<file path="src/shared/kgs_pkg.sv">
// Constants, types and helpers for the keyclick and gain step control block.
// Assumes a single 125 MHz clock and a host word port that is already decoded.
// Functional notes
// - Setting the click enable plays the tone, then hardware clears the bit.
// - Three-bit amplitude field picks tone level, 000 lowest, 100 medium, 111 highest.
// - Three-bit frequency field picks octaves from 62.5 Hz (000) to 8 kHz (111).
// - Four-bit length field gives 2 to 32 tone periods in steps of two.
// - Analog gain steps 0.5 dB each frame sync, or every second when set.
// - With AGC active, bit 11 is read-only and reports the noise threshold flag.
// - Left DAC flag reads 1 when applied gain equals programmed gain, else 0.
// - Right DAC flag reads 1 when applied gain equals programmed gain, else 0.
// - DAC gain steps 0.5 dB each frame sync, or every second when set.
// - Analog gain flag reads 1 when applied gain equals programmed gain, else 0.
// - With AGC active, bit 0 reports saturation at -12 dB or maximum gain.
// - DAC volume codes attenuate 0.5 dB per step, 0 dB to -63.5 dB.
`default_nettype none
package kgs_pkg;
   localparam int unsigned CLK_FREQ_HZ          = 125_000_000;
   // Period of the lowest click tone, 62.5 Hz, in microseconds.
   localparam int unsigned CLICK_BASE_PERIOD_US = 16_000;
   localparam int unsigned CLICK_BASE_HALF_CYC  =
      CLK_FREQ_HZ / 1_000_000 * CLICK_BASE_PERIOD_US / 2;
   localparam int unsigned CNT_W                = 24;
   localparam logic [7:0]  KGS_REG_OFS          = 8'h04;
   localparam int unsigned TRIG_BIT             = 15;
   localparam int unsigned AMP_LSB              = 12;
   localparam int unsigned RATE_A_BIT           = 11;
   localparam int unsigned FREQ_LSB             = 8;
   localparam int unsigned LEN_LSB              = 4;
   localparam int unsigned LFLAG_BIT            = 3;
   localparam int unsigned RFLAG_BIT            = 2;
   localparam int unsigned RATE_D_BIT           = 1;
   localparam int unsigned AFLAG_BIT            = 0;
   localparam logic [2:0]  AMP_RST              = 3'h4;
   localparam logic [2:0]  FREQ_RST             = 3'h4;
   localparam logic [3:0]  LEN_RST              = 4'h1;
   localparam logic [6:0]  DAC_GAIN_RST         = 7'h7F;
   localparam logic [6:0]  PGA_GAIN_RST         = 7'h00;
   localparam logic [6:0]  PGA_SAT_LOW          = 7'h00;
   localparam logic [6:0]  PGA_SAT_HIGH         = 7'h77;

   typedef enum logic [1:0] {
      KGS_IDLE = 2'b01,
      KGS_RUN  = 2'b10
   } kgs_click_e;

   function automatic logic [6:0] kgs_step_toward(input logic [6:0] cur,
                                                  input logic [6:0] tgt);
      if (cur < tgt)
      begin
         return cur + 7'h01;
      end
      else if (cur > tgt)
      begin
         return cur - 7'h01;
      end
      return cur;
   endfunction : kgs_step_toward
endpackage : kgs_pkg
`default_nettype wire

</file>
<file path="src/shared/kgs_step_if.sv">
// Bundle between the control logic and one gain stepper.
// Assumes the frame sync is a one-cycle pulse in the clk domain.
`timescale 1ns/10ps
`default_nettype none
interface kgs_step_if;
   logic       fsync;
   logic       rate;
   logic [6:0] target;
   logic [6:0] applied;
   logic       settled;
   modport stepper (input fsync, input rate, input target,
                    output applied, output settled);
   modport ctrl (output fsync, output rate, output target,
                 input applied, input settled);
endinterface : kgs_step_if
`default_nettype wire

</file>
<file path="src/rtl/kgs_click_gen.sv">
// Keyclick square-wave generator with programmable octave and length.
// Assumes run_req is held until done_q is seen and then dropped.
`timescale 1ns/10ps
`default_nettype none
module kgs_click_gen
   import kgs_pkg::*;
#(
   parameter int unsigned HALF_CYC = CLICK_BASE_HALF_CYC
)
(
   // Clock and reset
   input  wire logic       clk,
   input  wire logic       reset_n,
   // Control
   input  wire logic       run_req,
   input  wire logic [2:0] freq_sel,
   input  wire logic [3:0] len_sel,
   // Tone
   output logic            wave_q,
   output logic            busy_q,
   output logic            done_q
);
   kgs_click_e       st_q,   st_d;
   logic [CNT_W-1:0] cnt_q,  cnt_d;
   logic [5:0]       half_q, half_d;
   logic             wave_d, busy_d, done_d;
   logic [CNT_W-1:0] halfc,  lim;
   logic [5:0]       last_half;

   assign halfc = CNT_W'(HALF_CYC >> freq_sel);
   assign lim   = (halfc > CNT_W'(1)) ? halfc - CNT_W'(1) : '0;
   assign last_half = {len_sel, 2'b11};

   always_comb
   begin
      st_d   = st_q;
      cnt_d  = cnt_q;
      half_d = half_q;
      wave_d = wave_q;
      done_d = 1'b0;
      case (st_q)
         KGS_IDLE:
         begin
            if (run_req && !done_q)
            begin
               st_d   = KGS_RUN;
               cnt_d  = '0;
               half_d = '0;
               wave_d = 1'b1;
            end
         end
         KGS_RUN:
         begin
            if (!run_req)
            begin
               st_d   = KGS_IDLE;
               wave_d = 1'b0;
            end
            else if (cnt_q >= lim)
            begin
               cnt_d = '0;
               if (half_q == last_half)
               begin
                  st_d   = KGS_IDLE;
                  wave_d = 1'b0;
                  done_d = 1'b1;
               end
               else
               begin
                  half_d = half_q + 6'h01;
                  wave_d = ~wave_q;
               end
            end
            else
            begin
               cnt_d = cnt_q + 1'b1;
            end
         end
         default:
         begin
            st_d   = KGS_IDLE;
            wave_d = 1'b0;
         end
      endcase
      busy_d = (st_d == KGS_RUN);
   end

   always_ff @(posedge clk)
   begin
      if (!reset_n)
      begin
         st_q   <= KGS_IDLE;
         cnt_q  <= '0;
         half_q <= '0;
         wave_q <= 1'b0;
         busy_q <= 1'b0;
         done_q <= 1'b0;
      end
      else
      begin
         st_q   <= st_d;
         cnt_q  <= cnt_d;
         half_q <= half_d;
         wave_q <= wave_d;
         busy_q <= busy_d;
         done_q <= done_d;
      end
   end

   property p_toggle;
      @(posedge clk) disable iff (!reset_n)
      (st_q == KGS_RUN) && run_req && (cnt_q >= lim) && (half_q != last_half)
         |=> wave_q != $past(wave_q);
   endproperty
   a_toggle: assert property (p_toggle) else $error("tone did not toggle");

   property p_length;
      @(posedge clk) disable iff (!reset_n)
      done_q |-> ($past(half_q) == {$past(len_sel), 2'b11}) && !busy_q;
   endproperty
   a_length: assert property (p_length) else $error("tone length wrong");
endmodule : kgs_click_gen
`default_nettype wire

</file>
<file path="src/rtl/kgs_gain_step.sv">
// One soft-stepping gain channel: walks the applied code toward the target.
// Assumes fsync is a one-cycle pulse and the target is stable between frames.
`timescale 1ns/10ps
`default_nettype none
module kgs_gain_step
   import kgs_pkg::*;
#(
   parameter logic [6:0] RST_GAIN = DAC_GAIN_RST
)
(
   // Clock and reset
   input  wire logic clk,
   input  wire logic reset_n,
   // Stepper bundle
   kgs_step_if.stepper sp
);
   logic       half_q,    half_d;
   logic [6:0] applied_q, applied_d;
   logic       settled_q, settled_d;

   always_comb
   begin
      half_d    = sp.fsync ? ~half_q : half_q;
      applied_d = applied_q;
      settled_d = (applied_q == sp.target);
      if (sp.fsync && (!sp.rate || half_q))
      begin
         applied_d = kgs_step_toward(applied_q, sp.target);
      end
   end

   always_ff @(posedge clk)
   begin
      if (!reset_n)
      begin
         half_q    <= 1'b0;
         applied_q <= RST_GAIN;
         settled_q <= 1'b0;
      end
      else
      begin
         half_q    <= half_d;
         applied_q <= applied_d;
         settled_q <= settled_d;
      end
   end

   assign sp.applied = applied_q;
   assign sp.settled = settled_q;

   property p_step_fast;
      @(posedge clk) disable iff (!reset_n)
      sp.fsync && !sp.rate && (applied_q != sp.target) |=> applied_q != $past(applied_q);
   endproperty
   a_step_fast: assert property (p_step_fast) else $error("gain missed a step");

   property p_step_slow;
      @(posedge clk) disable iff (!reset_n)
      sp.fsync && sp.rate && !half_q |=> applied_q == $past(applied_q);
   endproperty
   a_step_slow: assert property (p_step_slow) else $error("gain stepped too fast");

   property p_unit_step;
      @(posedge clk) disable iff (!reset_n)
      ##1 (applied_q != $past(applied_q)) |->
         (applied_q == $past(applied_q) + 7'h01) || (applied_q == $past(applied_q) - 7'h01);
   endproperty
   a_unit_step: assert property (p_unit_step) else $error("gain moved too far");
endmodule : kgs_gain_step
`default_nettype wire

</file>
<file path="src/rtl/kgs_keyclick_gain_ctrl.sv">
// Keyclick and gain step control register with its tone and stepper logic.
// Assumes a decoded host word port and one-cycle frame sync pulses on clk.
`timescale 1ns/10ps
`default_nettype none
module kgs_keyclick_gain_ctrl
   import kgs_pkg::*;
#(
   parameter int unsigned CLICK_HALF_CYC = CLICK_BASE_HALF_CYC
)
(
   // Clock and reset
   input  wire logic        clk,
   input  wire logic        reset_n,
   // Host register port
   input  wire logic        reg_wr,
   input  wire logic        reg_rd,
   input  wire logic [7:0]  reg_addr,
   input  wire logic [15:0] reg_wdata,
   output logic      [15:0] reg_rdata_q,
   // Audio frame syncs
   input  wire logic        dac_frame_sync,
   input  wire logic        adc_frame_sync,
   // Programmed gain targets
   input  wire logic [6:0]  left_dac_volume,
   input  wire logic [6:0]  right_dac_volume,
   input  wire logic [6:0]  analog_gain_target,
   // Automatic gain control status
   input  wire logic        agc_active,
   input  wire logic        agc_noise_below,
   // Applied gains
   output logic      [6:0]  left_dac_gain,
   output logic      [6:0]  right_dac_gain,
   output logic      [6:0]  analog_gain,
   // Keyclick tone
   output logic             click_wave,
   output logic             click_active,
   output logic      [2:0]  click_level
);
   logic        wr_hit, rd_hit;
   logic        click_trigger_q,         click_trigger_d;
   logic [2:0]  click_amplitude_sel_q,   click_amplitude_sel_d;
   logic        analog_gain_step_rate_q, analog_gain_step_rate_d;
   logic [2:0]  click_tone_freq_q,       click_tone_freq_d;
   logic [3:0]  click_length_sel_q,      click_length_sel_d;
   logic        dac_gain_step_rate_q,    dac_gain_step_rate_d;
   logic [15:0] reg_rdata_d;
   logic        click_done;
   logic        agc_saturated;
   logic        rate_flag, analog_flag;
   logic        left_dac_gain_settled;
   logic        right_dac_gain_settled;
   logic        analog_gain_settled;

   kgs_step_if step_left ();
   kgs_step_if step_right ();
   kgs_step_if step_analog ();

   assign wr_hit = reg_wr && (reg_addr == KGS_REG_OFS);
   assign rd_hit = reg_rd && (reg_addr == KGS_REG_OFS);

   assign agc_saturated = (analog_gain == PGA_SAT_LOW) || (analog_gain == PGA_SAT_HIGH);
   assign rate_flag = agc_active ? agc_noise_below : analog_gain_step_rate_q;
   assign analog_flag = agc_active ? agc_saturated : analog_gain_settled;

   always_comb
   begin
      click_trigger_d         = click_trigger_q;
      click_amplitude_sel_d   = click_amplitude_sel_q;
      analog_gain_step_rate_d = analog_gain_step_rate_q;
      click_tone_freq_d       = click_tone_freq_q;
      click_length_sel_d      = click_length_sel_q;
      dac_gain_step_rate_d    = dac_gain_step_rate_q;
      if (wr_hit)
      begin
         click_trigger_d = reg_wdata[TRIG_BIT];
      end
      else if (click_done)
      begin
         click_trigger_d = 1'b0;
      end
      if (wr_hit)
      begin
         click_amplitude_sel_d = reg_wdata[AMP_LSB +: 3];
         click_tone_freq_d     = reg_wdata[FREQ_LSB +: 3];
         click_length_sel_d    = reg_wdata[LEN_LSB +: 4];
         dac_gain_step_rate_d  = reg_wdata[RATE_D_BIT];
         if (!agc_active)
         begin
            analog_gain_step_rate_d = reg_wdata[RATE_A_BIT];
         end
      end
   end

   always_comb
   begin
      reg_rdata_d = 16'h0000;
      if (rd_hit)
      begin
         reg_rdata_d = {click_trigger_q, click_amplitude_sel_q, rate_flag,
                        click_tone_freq_q, click_length_sel_q,
                        left_dac_gain_settled, right_dac_gain_settled,
                        dac_gain_step_rate_q, analog_flag};
      end
   end

   always_ff @(posedge clk)
   begin
      if (!reset_n)
      begin
         click_trigger_q         <= 1'b0;
         click_amplitude_sel_q   <= AMP_RST;
         analog_gain_step_rate_q <= 1'b0;
         click_tone_freq_q       <= FREQ_RST;
         click_length_sel_q      <= LEN_RST;
         dac_gain_step_rate_q    <= 1'b0;
         reg_rdata_q             <= 16'h0000;
      end
      else
      begin
         click_trigger_q         <= click_trigger_d;
         click_amplitude_sel_q   <= click_amplitude_sel_d;
         analog_gain_step_rate_q <= analog_gain_step_rate_d;
         click_tone_freq_q       <= click_tone_freq_d;
         click_length_sel_q      <= click_length_sel_d;
         dac_gain_step_rate_q    <= dac_gain_step_rate_d;
         reg_rdata_q             <= reg_rdata_d;
      end
   end

   assign click_level = click_amplitude_sel_q;

   assign step_left.fsync   = dac_frame_sync;
   assign step_left.rate    = dac_gain_step_rate_q;
   assign step_left.target  = left_dac_volume;
   assign step_right.fsync  = dac_frame_sync;
   assign step_right.rate   = dac_gain_step_rate_q;
   assign step_right.target = right_dac_volume;
   assign step_analog.fsync  = adc_frame_sync;
   assign step_analog.rate   = analog_gain_step_rate_q;
   assign step_analog.target = analog_gain_target;

   assign left_dac_gain          = step_left.applied;
   assign right_dac_gain         = step_right.applied;
   assign analog_gain            = step_analog.applied;
   assign left_dac_gain_settled  = step_left.settled;
   assign right_dac_gain_settled = step_right.settled;
   assign analog_gain_settled    = step_analog.settled;

   kgs_gain_step #(
      .RST_GAIN (DAC_GAIN_RST)
   ) u_step_left (
      .clk     (clk),
      .reset_n (reset_n),
      .sp      (step_left.stepper)
   );

   kgs_gain_step #(
      .RST_GAIN (DAC_GAIN_RST)
   ) u_step_right (
      .clk     (clk),
      .reset_n (reset_n),
      .sp      (step_right.stepper)
   );

   kgs_gain_step #(
      .RST_GAIN (PGA_GAIN_RST)
   ) u_step_analog (
      .clk     (clk),
      .reset_n (reset_n),
      .sp      (step_analog.stepper)
   );

   kgs_click_gen #(
      .HALF_CYC (CLICK_HALF_CYC)
   ) u_click (
      .clk      (clk),
      .reset_n  (reset_n),
      .run_req  (click_trigger_q),
      .freq_sel (click_tone_freq_q),
      .len_sel  (click_length_sel_q),
      .wave_q   (click_wave),
      .busy_q   (click_active),
      .done_q   (click_done)
   );

   property p_autoclear;
      @(posedge clk) disable iff (!reset_n)
      click_done && !wr_hit |=> !click_trigger_q;
   endproperty
   a_autoclear: assert property (p_autoclear) else $error("enable not cleared");

   property p_start;
      @(posedge clk) disable iff (!reset_n)
      wr_hit && reg_wdata[TRIG_BIT] && !click_active |=> ##[1:2] click_active;
   endproperty
   a_start: assert property (p_start) else $error("tone did not start");

   property p_amp;
      @(posedge clk) disable iff (!reset_n)
      wr_hit |=> click_level == $past(reg_wdata[14:12]);
   endproperty
   a_amp: assert property (p_amp) else $error("amplitude not applied");

   property p_noise;
      @(posedge clk) disable iff (!reset_n)
      rd_hit && agc_active |=> reg_rdata_q[RATE_A_BIT] == $past(agc_noise_below);
   endproperty
   a_noise: assert property (p_noise) else $error("noise flag wrong");

   property p_rate_hold;
      @(posedge clk) disable iff (!reset_n)
      wr_hit && agc_active |=> analog_gain_step_rate_q == $past(analog_gain_step_rate_q);
   endproperty
   a_rate_hold: assert property (p_rate_hold) else $error("rate written under AGC");

   property p_left;
      @(posedge clk) disable iff (!reset_n)
      rd_hit ##1 (left_dac_gain == left_dac_volume) [*2] |->
         ##1 step_left.settled;
   endproperty
   a_left: assert property (p_left) else $error("left flag not set");

   property p_right;
      @(posedge clk) disable iff (!reset_n)
      rd_hit |=> reg_rdata_q[RFLAG_BIT] == $past(right_dac_gain_settled);
   endproperty
   a_right: assert property (p_right) else $error("right flag wrong");

   property p_analog;
      @(posedge clk) disable iff (!reset_n)
      rd_hit && !agc_active |=> reg_rdata_q[AFLAG_BIT] == $past(analog_gain_settled);
   endproperty
   a_analog: assert property (p_analog) else $error("analog flag wrong");

   property p_sat;
      @(posedge clk) disable iff (!reset_n)
      rd_hit && agc_active && (analog_gain == PGA_SAT_LOW) |=> reg_rdata_q[AFLAG_BIT];
   endproperty
   a_sat: assert property (p_sat) else $error("saturation flag wrong");

   property p_ro_flags;
      @(posedge clk) disable iff (!reset_n)
      wr_hit |=>
         (left_dac_gain_settled == $past(left_dac_gain == left_dac_volume)) &&
         (right_dac_gain_settled == $past(right_dac_gain == right_dac_volume));
   endproperty
   a_ro_flags: assert property (p_ro_flags) else $error("write disturbed a flag");
endmodule : kgs_keyclick_gain_ctrl
`default_nettype wire

</file>
<file path="config.mk">
export PLATFORM = sky130hd
export DESIGN_NAME = kgs_keyclick_gain_ctrl
export DESIGN_NICKNAME = d
export VERILOG_FILES = /design/src/shared/kgs_pkg.sv /design/src/shared/kgs_step_if.sv /design/src/rtl/kgs_click_gen.sv /design/src/rtl/kgs_gain_step.sv /design/src/rtl/kgs_keyclick_gain_ctrl.sv
export SDC_FILE = /design/constraint.sdc
export NUM_CORES = 1
export LEC_CHECK = 0
export BUFFER_PORTS_ARGS = -buffer_cell sky130_fd_sc_hd__buf_2
export CAP_MARGIN = 10
export CELL_PAD_IN_SITES_DETAIL_PLACEMENT = 0
export CELL_PAD_IN_SITES_GLOBAL_PLACEMENT = 1
export CORE_UTILIZATION = 29
export DETAILED_ROUTE_END_ITERATION = 8
export GPL_TIMING_DRIVEN = 0
export PLACE_DENSITY_LB_ADDON = 0.1
export SYNTH_ARGS = -nofsm -noshare
export SYNTH_HDL_FRONTEND = slang
export SYNTH_SLANG_ARGS = --single-unit
</file>
<file path="constraint.sdc">
create_clock -name clk -period 5.7 [get_ports clk]
set_input_delay 0.285 -clock clk [delete_from_list [all_inputs] [get_ports clk]]
set_output_delay 0.285 -clock clk [all_outputs]
set_load 0.005 [all_outputs]
</file>
[After elaboration in Yosys (flattened, before gate mapping)]
Index checks and enable logic that the tools add are counted.
Operators by class
  add/subtract/negate cells: 9
  magnitude comparators: 8
  equality and inequality tests: 14
  shifts and indexed selects: 1
  multiplexer cells: 40
  bitwise logic cells: 5
  reduce and logical (&&, ||, !) cells: 25
Operator list (count)
  two-way mux 24 bit: 4
  one-hot mux 24 bit (2 select lines): 1
  two-way mux 7 bit: 6
  adder 24 x 1 -> 24 bit, second input constant: 1
  greater-or-equal comparator 24 bit: 1
  > comparator 24 x 1 -> 1 bit, second input constant: 1
  two-way mux 6 bit: 4
  >> shifter 20 x 3 -> 24 bit, first input constant: 1
  subtractor 24 x 1 -> 24 bit, second input constant: 1
  adder 7 x 1 -> 7 bit, second input constant: 3
  == test 7 bit: 3
  > comparator 7 bit: 3
  less-than comparator 7 bit: 3
  subtractor 7 x 1 -> 7 bit, second input constant: 3
  two-way mux 1 bit: 18
  one-hot mux 6 bit (2 select lines): 1
  AND reduction 2 bit: 6
  == test 8 x 3 -> 1 bit, second input constant: 1
  two-way mux 2 bit: 4
  == test 7 bit, second input constant: 1
  logical NOT 7 bit: 1
  adder 6 x 1 -> 6 bit, second input constant: 1
  == test 6 bit: 1
  logical AND 1 bit: 6
  14 further kinds: 27
Storage, ports and cells
  flip-flop bits (word level): 91
  input port bits: 53
  output and inout port bits: 42
  word-level logic and storage cells: 124

[Longest topological paths before layout]
  depth after elaboration: 8
  gate-level depth with buffers: 21
  depth with buffers taken out: 17

[Cells and area by module]
Synthesis repeated with hierarchy kept, for this count alone.
Second synthesis, totals
  cell total of the unflattened synthesis: 725
  area, all modules: 6190.9 um^2
By module, submodules not included
  kgs_click_gen: times used 1, cells an instance 350, area each 2805.2 um^2, sequential area each 700.7 um^2
  kgs_gain_step (u_step_left ...): times used 2, cells an instance 92, area each 765.7 um^2, sequential area each 180.2 um^2
  kgs_keyclick_gain_ctrl: times used 1, cells an instance 102, area each 1086.0 um^2, sequential area each 580.6 um^2
  kgs_gain_step (u_step_analog): times used 1, cells an instance 89, area each 768.2 um^2, sequential area each 180.2 um^2

[Worst setup path before layout]
Ideal clock, no wire load.
  kind: reg-to-reg
  start point: reg click_tone_freq_q[0]
  end point: reg u_click.cnt_q[20]
  setup time: 0.117 ns
  data arrival time: 3.794 ns
  data required time: 5.583 ns
  path slack: 1.788 ns
  cell stages (with the launch flop): 21
  path buffers: 4
  period minus slack after synthesis: 3.912 ns
  path through: dfxtp_1 clkbuf_1 inv_1 ha_1 clkbuf_1 nand2_1 ha_1 nor2b_1 nand3_1 nor4b_1 nor3_1 ha_1 nand4_1 nor4_1 nor2_1 a21o_2 and3_1 buf_6 o21ai_4 buf_6 nor2_1
Between the ends
  word-level cells in the longest chain between the ends: 7
  elaborated cells between the ends (all ways): 8
  those cells by class: add/sub (1); order compare (2); shift (1); mux (4)
Ends and longest elaborated chain
  start: declaration: RTL line kgs_keyclick_gain_ctrl.sv:43  | logic [2:0] click_tone_freq_q, click_tone_freq_d;
  start signal: assignment: RTL line kgs_keyclick_gain_ctrl.sv:123  | click_tone_freq_q <= click_tone_freq_d;
  >> shifter 20 x 3 -> 24 bit (*): RTL line kgs_click_gen.sv:30  | assign halfc = CNT_W'(HALF_CYC >> freq_sel);
  subtractor 24 x 1 -> 24 bit or > comparator 24 x 1 -> 1 bit (tied branches): RTL line kgs_click_gen.sv:31  | assign lim = (halfc > CNT_W'(1)) ? halfc - CNT_W'(1) : '0;
  two-way mux 24 bit (*): RTL line kgs_click_gen.sv:31
  greater-or-equal comparator 24 bit (*): RTL line kgs_click_gen.sv:59  | else if (cnt_q >= lim)
  two-way mux 24 bit (*): RTL line kgs_click_gen.sv:59
  two-way mux 24 bit (*): RTL line kgs_click_gen.sv:54  | if (!run_req)
  one-hot mux 24 bit (2 select lines) (*): RTL line kgs_click_gen.sv:41  | case (st_q)
  end signal: assignment: RTL line kgs_click_gen.sv:102  | cnt_q <= cnt_d;
  end: declaration: RTL line kgs_click_gen.sv:24  | logic [CNT_W-1:0] cnt_q, cnt_d;
Mark *: on every way between the ends. The rest lies on a longest branch, timed or not. The select of a mux whose other input is x is not followed.
A chain may end at the register's enable or synchronous reset.

[Final worst setup path]
  start point: reg click_tone_freq_q[0]
  end point: reg u_click.half_q[5]
Between the ends
  word-level cells in the longest chain between the ends: 6
  elaborated cells between the ends (all ways): 7
  those cells by class: add/sub (1); order compare (2); eq/ne (1); shift (1); mux (1); reduce/logical (1)
Ends and longest elaborated chain
  >> shifter 20 x 3 -> 24 bit (*): RTL line kgs_click_gen.sv:30
  subtractor 24 x 1 -> 24 bit or > comparator 24 x 1 -> 1 bit (tied branches): RTL line kgs_click_gen.sv:31
  two-way mux 24 bit (*): RTL line kgs_click_gen.sv:31
  greater-or-equal comparator 24 bit (*): RTL line kgs_click_gen.sv:59
  inequality test 2 x 1 -> 1 bit (no line) (*)
  AND reduction 5 bit (no line) (*)
  end signal: assignment: RTL line kgs_click_gen.sv:103  | half_q <= half_d;
  end: declaration: RTL line kgs_click_gen.sv:25  | logic [5:0] half_q, half_d;
Mark *: on every way between the ends. The rest lies on a longest branch, timed or not.

==> results.py <==
metrics = {
    "run_status": {
        "status": "completed",
    },
    "yosys": {
        "synth.area.top_cells": "dfxtp_1, ha_1, mux2i_1, nand2_1, nor2_1",
        "yosysMostFrequentCell": "dfxtp_1",
        "synth-async-reset-ratio_pct": 0,
        "synth_top_cell_area_share_pct": 32.0,
        "syn_area_per_cell_um2": 8.46,
        "synth_edf_count": 0,
        "dominantRegCellSynth": "dfxtp_1",
        "ys_ff_latch": 91,
        "synthTopCellsByCount": "dfxtp_1, ha_1, nand2_1, nor2_1, inv_1",
        "yosysWarnings": 0,
        "synth_cell_types": 57,
        "synth_nets": 798,
        "netlist_area_um2": 5690,
        "ys_seq_area_share_pct": 32.0,
        "netlist_instances": 673,
        "yosys.area.top_type": "dfxtp_1",
    },
    "sta": {
        "slew_violations": 0,
        "period_needed_ns": 4.97,
        "finalCritPeriodShare_pct": 87.3,
        "rsz0062_at_grt": "no",
        "worstMarginPinSlew_ns": 0.918,
        "fmax_mhz": 201,
        "finalHoldViolCount": 0,
        "setup_tns_ns": 0,
        "hold_slack_ns": 0.144,
        "skew_ns": 0.00833,
        "slew_headroom_pct": 38.7,
        "setup_violations": 0,
    },
    "global_routing": {
        "antenna_found_initial": 0,
        "grt_pass1_wl_mm": 24.0,
        "grt_pass1_vias": 4726,
        "grt_usage_pct": 15.2,
        "grt_max_degree": 16,
        "grt_overflow_total": 0,
    },
    "cts": {
        "clockBufferDepth": 2,
        "cts.clk_slew.worst_paths_ns": 0.07,
        "clock_sinks": 91,
        "post_cts_buffers": 0,
        "hold_buffers": 0,
        "h-tree-depth": 3,
        "clockRootBuffer": "clkbuf_16",
        "cts_tree": "done",
        "post_cts_resized": 0,
        "clock_latency_ns": 0.34,
        "numCtsBuffers": 9,
    },
    "power": {
        "p_int_uw": 1300,
        "seqPwrFrac_pct": 38.0,
        "leakage_uw": 0.00309,
        "p_sw_uw": 633,
        "total_power_uw": 1930,
        "vdd_drop_max_mv": 0.144,
        "p_clk_share_pct": 31.6,
        "combinationalPowerShare_pct": 30.4,
        "swShare_pct": 32.8,
        "powerDensity_nw_per_um2": 285,
    },
    "hold_path": {
        "hold_class": "input pin to register",
    },
    "critical_path": {
        "crit_type": "register to register",
        "rr_endpoint": "u_click.half_q[5]",
        "worstSetupEndpoint": "u_click.half_q[5]",
        "reg2reg_depth": 18,
        "crit_fanout": 10,
        "r2r-start": "click_tone_freq_q[0]",
        "r2r_setup_slack_ns": 0.73,
        "start_kind": "register",
        "crit_arrival_ns": 5.21,
        "critPathCaptureType": "register",
        "cp.required_ns": 5.93,
        "startpoint": "click_tone_freq_q[0]",
    },
    "placement": {
        "hpwl_mm": 11.4,
        "io_buffers": 91,
        "routabilityCongestion": 0.827,
    },
    "layout": {
        "area_delta_synth_final_pct": 18.9,
        "multiInputGateArea_um2": 3600,
        "fillers": 1985,
        "regArea_um2": 1820,
        "drive_above_1_share_pct": 15.1,
        "final_core_util_pct": 35.7,
        "nets": 900,
    },
    "detailed_routing": {
        "dr.pass1.iters": 4,
        "via_per_inst": 4.74,
        "wl_per_cell_um": 14.2,
        "drc": 0,
        "vias": 4937,
        "drt_iter0_markers": 151,
        "ant_nets": 0,
        "routed_wl_mm": 14.8,
    },
    "floorplan": {
        "coreArea_um2": 19000,
        "initial_core_util_pct": 30.0,
        "die_w_um": 142,
        "dieArea_um2": 20200,
        "chipHeight_um": 142,
        "pin_count": 95,
        "rows": 50,
    },
    "job": {
        "cap_violations": 0,
    },
}
==> how the worst min path moves through the flow <==
stage,startpoint,end,depth (start not counted)
detailed placement,u_step_left.sp.settled,reg_rdata_q[3],1
global route,reg_wdata[14],click_level[2],3
global placement,u_step_left.sp.settled,reg_rdata_q[3],1
floorplan,u_step_right.sp.settled,reg_rdata_q[2],1
finish,reg_wdata[14],click_level[2],3
CTS,reg_wdata[14],click_level[2],3
==> worst max-delay path: stages, from the launching register on <==
cell      delay, ns
dfxtp_1        0.46
clkbuf_1       0.39
inv_1          0.24
ha_1           0.24
clkbuf_1       0.23
nand2_1        0.13
ha_1           0.21
nor2b_1        0.33
nand3_1        0.23
nor4b_1        0.30
nor3_1         0.10
ha_1           0.21
a211oi_1       0.23
nor2_1         0.08
a221oi_1       0.69
nor2_1         0.13
a311oi_2       0.39
nor3_1         0.12
mux2i_1        0.13
==> final cells by class <==
cell class	instances	share of cell area, %
Buffer	21	1.41
Timing Repair Buffer	91	6.73
Inverter	46	2.55
Antenna cell	1	0.0370
Clock inverter	5	0.887
Sequential cell	91	26.9
Tap cell	260	4.81
Clock buffer	11	3.44
Multi-Input combinational cell	515	53.2
==> placed cells by master, fill, tap and decap left out, types with 25 or more instances in the layout <==
master    n
a21oi_1  40
buf_2    92
dfxtp_1  91
ha_1     69
inv_1    46
mux2i_1  25
nand2_1  65
nor2_1   65
o21ai_0  33
==> cells by family after synthesis <==
group                    count (synthesis)  share of synthesized area, %
multiplexers                            26                          4.59
flip-flops                              91                          32.0
AO/OA/AOI/OAI                          134                          15.1
AND/OR/NAND/NOR                        237                          20.3
adder cells (fa/ha/maj)                 72                          16.2
XOR/XNOR                                46                          7.08
buffers and inverters                   67                          4.70
==> power by group through the flow <==
stage          registers [uW]  clock network, uW  logic (uW)
6_report                  734                610         588
3_3_place_gp              748                  0         571
2_1_floorplan             737                  0         437
5_1_grt                   743                663         677
4_1_cts                   735                638         592
3_5_place_dp              750                  0         585
==> through the flow <==
step,std cells,worst slack (ns),instance area (um2)
final,1041,0.726,6770
after detailed placement,1024,0.767,6470
after global routing,1040,0.234,6770
after CTS,1040,0.751,6770
after floorplan,673,1.79,5690
after global placement,1024,0.818,6470
==> registers in the layout, indices dropped and copies added, names as in the netlist, 2 cells and up <==
signal                    count
click_tone_freq_q             3
u_step_right.sp.applied       7
click_level                   3
u_click.half_q                6
u_click.cnt_q                24
u_step_analog.sp.applied      7
u_click.st_q                  2
reg_rdata_q                  16
u_step_left.sp.applied        7
click_length_sel_q            4
==> metal layers <==
| layer | share of wire, % | wire (um) | vias up | GRT usage [%] |
|---|---|---|---|---|
| met2 | 44 | 6560 | 92 | 24.4 |
| met4 | 1.0 | 155 | 0 | 5.26 |
| met5 | 0 | 0 | - | 0 |
| met1 | 51 | 7570 | 2274 | 20.5 |
| met3 | 3.4 | 505 | 9 | 2.42 |
| li1 | - | - | 2562 | - |
No activity file was read; power rests on OpenSTA's default activity.
